==> src/pkg/match_timer_pkg.sv <==
// Constants for the 16-bit match timer: register offsets, field positions,
// reset values, clock-source codes and prescaler tap exponents.
// Assumes an 8-bit register port and one system clock acting as high_freq_clock.
package match_timer_pkg;
  // Register offsets
  localparam logic [7:0] OFF_CONTROL = 8'h00;
  localparam logic [7:0] OFF_MATCH_LOW = 8'h04;
  localparam logic [7:0] OFF_MATCH_HIGH = 8'h08;
  localparam logic [7:0] OFF_COUNT_LOW = 8'h0C;
  localparam logic [7:0] OFF_COUNT_HIGH = 8'h10;
  localparam logic [7:0] OFF_STATUS = 8'h14;
  localparam logic [7:0] OFF_CLEAR = 8'h18;
  localparam logic [7:0] OFF_ENABLE = 8'h1C;

  // Control register fields
  localparam int CTL_MODE_BIT = 0;
  localparam int CTL_SRC_LSB = 2;
  localparam int CTL_RUN_BIT = 5;
  localparam int CTL_TAP_BIT = 6;

  // Status, clear and enable share one layout
  localparam int STAT_MATCH_BIT = 0;

  // Values after reset
  localparam logic [2:0] SRC_RESET = 3'h0;
  localparam logic [15:0] MATCH_RESET = 16'hFFFF;

  // Coarse compare keeps only the upper five bits
  localparam int COARSE_LSB = 11;

  // Source clock select codes
  localparam logic [2:0] SRC_TAP_SLOWEST = 3'h0;
  localparam logic [2:0] SRC_TAP_SLOW = 3'h1;
  localparam logic [2:0] SRC_TAP_FAST = 3'h2;
  localparam logic [2:0] SRC_TAP_FASTEST = 3'h3;
  localparam logic [2:0] SRC_FC_DIRECT = 3'h4;
  localparam logic [2:0] SRC_FS_DIRECT = 3'h5;
  localparam logic [2:0] SRC_EXTERNAL = 3'h7;

  // Prescaler tap exponents
  localparam int FC_EXP_SLOWEST = 23;
  localparam int FC_EXP_SLOW = 13;
  localparam int FC_EXP_FAST = 8;
  localparam int FC_EXP_FASTEST = 3;
  localparam int FS_EXP_SLOWEST = 15;
  localparam int FS_EXP_SLOW = 5;
endpackage : match_timer_pkg

==> src/pkg/tick_if.sv <==
// Link between the timer core and its prescaler: source choice in, tick out.
// Assumes both ends run on clk_sys.
interface tick_if;
  logic [2:0] src_sel;
  logic tap_sel;
  logic slow_any;
  logic tick;

  modport prescaler (input src_sel, input tap_sel, input slow_any, output tick);
  modport timer (output src_sel, output tap_sel, output slow_any, input tick);
endinterface : tick_if

==> src/rtl/tap_prescaler.sv <==
// Prescaler: divides clk_sys (high_freq_clock) and the low_freq_clock pin
// into taps and issues one-cycle ticks of the selected internal source.
// Assumes low_freq_clock is far slower than clk_sys.
module tap_prescaler
(
  // Clock and reset
  input wire logic clk_sys,
  input wire logic nrst,
  // Low-frequency oscillator pin
  input wire logic low_freq_clock,
  // Link to timer core
  tick_if.prescaler link
);
  typedef struct packed {
    logic [22:0] fc_div;
    logic fs_s1;
    logic fs_s2;
    logic fs_d;
    logic [14:0] fs_div;
    logic tick;
  } presc_state_t;

  presc_state_t s;
  presc_state_t next_s;

  // True when the low n bits of a divider are all ones
  function automatic logic tap_hit(input logic [22:0] d, input int n);
    logic [22:0] mask;
    mask = 23'((64'(1) << n) - 64'(1));
    return (d & mask) == mask;
  endfunction : tap_hit

  // Divider stepping and source selection
  always_comb
  begin
    logic fs_edge;
    logic slow_col;
    logic [22:0] fs_wide;
    fs_edge = s.fs_s2 & ~s.fs_d;
    slow_col = link.slow_any | link.tap_sel;
    fs_wide = {8'h00, s.fs_div};
    next_s = s;
    next_s.fs_s1 = low_freq_clock;
    next_s.fs_s2 = s.fs_s1;
    next_s.fs_d = s.fs_s2;
    next_s.fc_div = s.fc_div + 23'h000001;
    if (fs_edge)
      next_s.fs_div = s.fs_div + 15'h0001;
    // Fast taps do not exist while only the slow oscillator runs
    case (link.src_sel)
      match_timer_pkg::SRC_TAP_SLOWEST:
        next_s.tick = slow_col ?
          (fs_edge & tap_hit(fs_wide, match_timer_pkg::FS_EXP_SLOWEST)) :
          tap_hit(s.fc_div, match_timer_pkg::FC_EXP_SLOWEST);
      match_timer_pkg::SRC_TAP_SLOW:
        next_s.tick = slow_col ?
          (fs_edge & tap_hit(fs_wide, match_timer_pkg::FS_EXP_SLOW)) :
          tap_hit(s.fc_div, match_timer_pkg::FC_EXP_SLOW);
      match_timer_pkg::SRC_TAP_FAST:
        next_s.tick = ~link.slow_any & tap_hit(s.fc_div, match_timer_pkg::FC_EXP_FAST);
      match_timer_pkg::SRC_TAP_FASTEST:
        next_s.tick = ~link.slow_any & tap_hit(s.fc_div, match_timer_pkg::FC_EXP_FASTEST);
      match_timer_pkg::SRC_FC_DIRECT:
        next_s.tick = link.slow_any;
      match_timer_pkg::SRC_FS_DIRECT:
        next_s.tick = ~link.slow_any & fs_edge;
      default:
        next_s.tick = 1'b0;
    endcase
  end

  // State register
  always_ff @(posedge clk_sys or negedge nrst)
  begin
    if (!nrst)
      s <= '0;
    else
      s <= next_s;
  end

  assign link.tick = s.tick;
endmodule : tap_prescaler

==> src/rtl/match_timer.sv <==
// 16-bit match timer core: register port, mode logic, match interrupt.
// Assumes the power manager drives its mode inputs on clk_sys.
module match_timer
(
  // Clock and reset
  input wire logic clk_sys,
  input wire logic nrst,
  // Register port
  input wire logic [7:0] reg_addr,
  input wire logic [7:0] reg_wdata,
  input wire logic reg_wr,
  input wire logic reg_rd,
  output logic [7:0] reg_rdata,
  // Pins
  input wire logic count_input_pin,
  input wire logic low_freq_clock,
  // Power state
  input wire logic slow_mode_one,
  input wire logic slow_mode_two,
  input wire logic stop_enter,
  // Interrupt
  output logic match_irq
);
  typedef struct packed {
    logic mode_win;
    logic [2:0] src;
    logic run;
    logic tap;
    logic [15:0] match;
    logic [7:0] stage;
    logic pend;
    logic [15:0] count;
    logic stat;
    logic en;
    logic [7:0] rdata;
    logic pin_s1;
    logic pin_s2;
    logic pin_d;
  } timer_state_t;

  timer_state_t s;
  timer_state_t next_s;
  tick_if link ();

  // Equality test, optionally on the upper five bits only
  function automatic logic match_hit(input logic [15:0] cnt, input logic [15:0] val,
                                     input logic coarse);
    if (coarse)
      return cnt[15:match_timer_pkg::COARSE_LSB] == val[15:match_timer_pkg::COARSE_LSB];
    return cnt == val;
  endfunction : match_hit

  // Source selection towards the prescaler
  assign link.src_sel = s.src;
  assign link.tap_sel = s.tap;
  assign link.slow_any = slow_mode_one | slow_mode_two;

  tap_prescaler u_presc
  (
    .clk_sys(clk_sys),
    .nrst(nrst),
    .low_freq_clock(low_freq_clock),
    .link(link)
  );

  logic wr_ctl;
  logic wr_low;
  logic wr_high;
  logic wr_clr;
  logic wr_en;
  logic ext_src;
  logic event_mode;
  logic coarse;
  logic pin_rise;
  logic pin_fall;
  logic step;
  logic hit;
  logic match_event;

  // Address decode and pin edges; the edge logic compares the second flop with its delayed copy pin_d
  assign wr_ctl = reg_wr && reg_addr == match_timer_pkg::OFF_CONTROL;
  assign wr_low = reg_wr && reg_addr == match_timer_pkg::OFF_MATCH_LOW;
  assign wr_high = reg_wr && reg_addr == match_timer_pkg::OFF_MATCH_HIGH;
  assign wr_clr = reg_wr && reg_addr == match_timer_pkg::OFF_CLEAR;
  assign wr_en = reg_wr && reg_addr == match_timer_pkg::OFF_ENABLE;
  assign ext_src = s.src == match_timer_pkg::SRC_EXTERNAL;
  assign event_mode = !s.mode_win && ext_src;
  assign pin_rise = s.pin_s2 && !s.pin_d;
  assign pin_fall = !s.pin_s2 && s.pin_d;
  // Upper-five-bit compare for the direct fc source in slow modes (warm-up)
  assign coarse = !s.mode_win && s.src == match_timer_pkg::SRC_FC_DIRECT &&
                  link.slow_any;
  assign hit = match_hit(s.count, s.match, coarse);

  // Internal tick counts in timer mode, and in window mode only with the gate high
  always_comb
  begin
    if (s.mode_win)
      step = link.tick && !ext_src && s.pin_s2;
    else
      step = link.tick && !ext_src;
  end

  // Match event: on a tick for internal sources, on a falling pin edge for events
  assign match_event = s.run && (event_mode ? (pin_fall && hit) : (step && hit));

  // Next-state logic for registers, counter and flags
  always_comb
  begin
    next_s = s;
    next_s.pin_s1 = count_input_pin;
    next_s.pin_s2 = s.pin_s1;
    next_s.pin_d = s.pin_s2;
    if (wr_ctl)
    begin
      next_s.mode_win = reg_wdata[match_timer_pkg::CTL_MODE_BIT];
      next_s.src = reg_wdata[match_timer_pkg::CTL_SRC_LSB +: 3];
      next_s.run = reg_wdata[match_timer_pkg::CTL_RUN_BIT];
      next_s.tap = reg_wdata[match_timer_pkg::CTL_TAP_BIT];
    end
    // Stop entry wins over a software start in the same cycle
    if (stop_enter)
      next_s.run = 1'b0;
    // Low byte is only staged; old value keeps comparing
    if (wr_low)
    begin
      next_s.stage = reg_wdata;
      next_s.pend = 1'b1;
    end
    if (wr_high)
    begin
      next_s.pend = 1'b0;
      if (s.pend)
        next_s.match = {reg_wdata, s.stage};
      else if (coarse)
        next_s.match[15:8] = reg_wdata;
    end
    if (!s.run)
      next_s.count = 16'h0000;
    else if (match_event)
      next_s.count = 16'h0000;
    else if (event_mode ? pin_rise : step)
      next_s.count = s.count + 16'h0001;
    // Set wins over a clear in the same cycle
    if (wr_clr && reg_wdata[match_timer_pkg::STAT_MATCH_BIT])
      next_s.stat = 1'b0;
    if (match_event)
      next_s.stat = 1'b1;
    if (wr_en)
      next_s.en = reg_wdata[match_timer_pkg::STAT_MATCH_BIT];
    // Read data stands only in the cycle after the strobe
    next_s.rdata = 8'h00;
    if (reg_rd)
    begin
      case (reg_addr)
        match_timer_pkg::OFF_CONTROL:
          next_s.rdata = {1'b0, s.tap, s.run, s.src, 1'b0, s.mode_win};
        match_timer_pkg::OFF_MATCH_LOW:
          next_s.rdata = s.match[7:0];
        match_timer_pkg::OFF_MATCH_HIGH:
          next_s.rdata = s.match[15:8];
        match_timer_pkg::OFF_COUNT_LOW:
          next_s.rdata = s.count[7:0];
        match_timer_pkg::OFF_COUNT_HIGH:
          next_s.rdata = s.count[15:8];
        match_timer_pkg::OFF_STATUS:
          next_s.rdata = {7'h00, s.stat};
        match_timer_pkg::OFF_ENABLE:
          next_s.rdata = {7'h00, s.en};
        default:
          next_s.rdata = 8'h00;
      endcase
    end
  end

  // State register; reset loads constants only
  always_ff @(posedge clk_sys or negedge nrst)
  begin
    if (!nrst)
    begin
      s <= '0;
      s.src <= match_timer_pkg::SRC_RESET;
      s.match <= match_timer_pkg::MATCH_RESET;
    end
    else
      s <= next_s;
  end

  assign reg_rdata = s.rdata;
  // Level interrupt while an enabled status bit is set
  assign match_irq = s.stat && s.en;
endmodule : match_timer

==> config.mk <==
export PLATFORM = sky130hd
export DESIGN_NAME = match_timer
export DESIGN_NICKNAME = d
export VERILOG_FILES = /design/src/pkg/match_timer_pkg.sv /design/src/pkg/tick_if.sv /design/src/rtl/tap_prescaler.sv /design/src/rtl/match_timer.sv
export SDC_FILE = /design/constraint.sdc
export NUM_CORES = 1
export LEC_CHECK = 0
export BUFFER_PORTS_ARGS = -buffer_cell sky130_fd_sc_hd__buf_2
export CORE_ASPECT_RATIO = 2
export CORE_MARGIN = 3
export CORE_UTILIZATION = 54
export DETAILED_ROUTE_END_ITERATION = 10
export PLACE_DENSITY = 0.85
export SYNTH_ARGS = -nofsm -noshare
export SYNTH_HDL_FRONTEND = slang
export SYNTH_SLANG_ARGS = --single-unit
==> constraint.sdc <==
create_clock -name clk_sys -period 1.6 [get_ports clk_sys]
set_input_delay 0.08 -clock clk_sys [delete_from_list [all_inputs] [get_ports clk_sys]]
set_output_delay 0.08 -clock clk_sys [all_outputs]
set_load 0.05 [all_outputs]
==> flow_metrics.py <==
metrics = {
    "power": {
        "power_density_nw_per_um2": 854,
        "leakagePower_nw": 3.00,
        "ir_drop_mv": 0.593,
    },
    "worst_setup_path": {
        "arrival_ps": 1960,
        "cp_max_fo": 2,
        "worst-setup-path-type": "reg -> reg",
        "cp.required_ps": 1810,
        "crit_path_start_kind": "register",
        "crit_path_end_kind": "register",
    },
    "floorplanning": {
        "fp.dieW_um": 74.2,
        "coreArea_um2": 9010,
        "dieArea_um2": 10600,
        "start_util_pct": 55.7,
        "io_pins": 34,
        "die_h_um": 142,
        "fp-row-count": 49,
    },
    "logic_synthesis": {
        "syn_avg_cell_area_um2": 11.6,
        "syn_area_um2": 5020,
        "syn-num-nets": 461,
        "yosysSeqAreaShare_pct": 51.3,
        "synthCells": 431,
        "synth_flop_cell": "dfrtp_1",
        "synth_edf_count": 0,
        "ys_ff_latch": 102,
        "async_flop_share_pct": 100,
        "yosysWarnings": 0,
        "synth.distinct_cells": 56,
    },
    "finish": {
        "area_delta_synth_final_pct": 29.4,
        "nets": 581,
        "final-seq-area_um2": 2580,
        "layout_commonest_cell": "buf_4",
        "multi_input_area_um2": 2470,
        "diodes": 0,
        "final_cell_mix": "buf_4, dfrtp_1, nor2_1",
        "drive_above_1_share_pct": 43.7,
        "fillCellCount": 542,
    },
    "drt": {
        "drc_errors": 0,
        "antenna_left": 0,
        "wirelength_um": 13600,
        "wire_per_inst_um": 20.7,
        "route.vias.total": 3994,
        "dr.pass1.iters": 5,
        "avgViaCountPerCell": 6.07,
        "drtIter0Drc": 214,
    },
    "clock_network": {
        "h-tree-depth": 3,
        "clk_latency_ps": 340,
        "numCtsBuffers": 9,
        "clock-sinks": 102,
        "cts_root_buf": "clkbuf_16",
        "path_clk_slew_ps": 70,
        "cts_tree": "done",
        "cts_max_path_buffers": 2,
    },
    "sta": {
        "timing.hold.ws_ps": 12.7,
        "min_period_ps": 1750,
        "max_freq_mhz": 572,
        "fin_setup_tns_ps": -2360,
        "hold_violations": 0,
        "drv_slew": 0,
        "finalSetupViolCount": 25,
        "worst_pin_slew_ps": 453,
        "slew_headroom_pct": 69.7,
        "fin_ws_ps": -149,
        "clock_skew_ps": 4.17,
        "fin_crit_sh_pct": 109,
        "rsz0062_at_grt": "true",
    },
    "job": {
        "cap_viol_max_count": 0,
    },
    "grt": {
        "grt_start_max_net_pins": 50,
        "antenna_found_initial": 0,
        "first_global_vias": 4135,
        "gr-total-overflow": 0,
        "grt_pass1_wl_um": 20300,
        "groute.usage.overall_pct": 25.9,
    },
    "place": {
        "place.port_buffers": 33,
        "routabilityCongestion": 0.927,
        "hpwl_um": 9320,
    },
    "run_status": {
        "violations": "negative setup slack",
        "outcome": "finished with violations",
    },
    "min_path": {
        "hp-class": "in -> reg",
    },
}
[metal layers]
metal / share of wire, % / up-vias / track usage (%) / wire length, um
li1: - / 1754 / - / -
met1: 33 / 1975 / 25.1 / 4450
met2: 55 / 188 / 46.6 / 7540
met3: 4.1 / 77 / 5.09 / 556
met4: 8.0 / 0 / 18.1 / 1090
met5: 0 / - / 0 / 0
[power by group]
group          total, W  leakage (nW)  internal [W]  switching, W
Combinational  0.000642          1.55      0.000347      0.000295
Clock           0.00211         0.142       0.00118      0.000932
Sequential      0.00279          1.31       0.00269      0.000101
[final timing paths]
check | start | endpoint | slack (ps) | cells past startpoint
setup reg to reg | link.tap_sel | u_presc.link.tick | -150 | 4
hold / removal | reg_wdata[2] | s[48] | 10 | 2
max in group asynchronous | nrst | s[47] | 660 | 3
hold reg to reg | next_s[1] | next_s[0] | 350 | 0
min in group asynchronous | nrst | u_presc.s[32] | 220 | 2
setup / recovery | link.tap_sel | u_presc.link.tick | -150 | 4
[cells by family after synthesis]
kind of cell	Yosys count	share of synthesized area, %
muxes	43	10.7
and+or+nand+nor	160	17.7
buffers and inverters	30	3.59
adders and majority gates	5	1.25
AOI/OAI and AO/OA	27	4.29
DFF	102	51.3
xor gates and xnor gates	64	11.2
[what timing repair did]
item                                    4_1_cts  5_1_grt
pin swaps                                     3        9
hold buffers                                  8        0
endpoints found under the setup margin       34       38
endpoints found under the hold margin        40        0
gates resized for setup                      26       27
buffers inserted                              6        3
[layout make-up]
cell class	count	share of cell area [%]
clock inverters	3	0.270
well taps	102	1.97
inverters	5	0.289
flip-flops and latches	102	39.8
multi-input cells	299	38.0
clock buffers	13	4.16
repair buffers	134	15.5
[cell usage after synthesis, drive strengths merged, types with 4 or more instances]
library cell  instances  area share [%]
nor2b                 7            0.87
o21ai                 4            0.40
mux2                 35             7.9
inv                   5            0.37
a22oi                 8             1.2
dfrtp                86              43
nand4                15             2.0
xor2                 29             5.1
nor3                 13             1.3
xnor2                35             6.1
nand3                20             2.3
nor4                  8             1.4
buf                  20             2.8
and3                  7            0.90
nor4b                 4            0.70
clkbuf                5            0.37
nor2                 43             3.2
nand2                24             1.8
mux4                  5             2.2
ha                    5             1.2
dfstp                16             8.4
[worst max-delay path: stages, from the launching register on]
cell,delay (ps)
dfrtp_1,390
or3_4,330
and4_4,180
a32o_1,240
or4_1,470
[sequential cells by signal, indices dropped and copies added (netlist names)]
name               flops
u_presc.link.tick      1
reg_rdata              8
next_s                 2
u_presc.next_s         2
link.src_sel           3
u_presc.s             39
link.tap_sel           1
s                     46
[per-stage QoR]
stage | power [W] | area [um^2] | util (%) | setup WS (ps) | std cells
6_report | 0.00554 | 6490 | 72.0 | -149 | 658
5_1_grt | 0.00575 | 6490 | 72.0 | -232 | 658
4_1_cts | 0.00552 | 6360 | 70.5 | -122 | 655
3_5_place_dp | 0.00335 | 5840 | 64.8 | -152 | 625
3_3_place_gp | 0.00331 | 5840 | 64.8 | -131 | 625
2_1_floorplan | 0.00303 | 5030 | - | -81.7 | 431
Note: power is estimated with default switching activity, not from simulation.
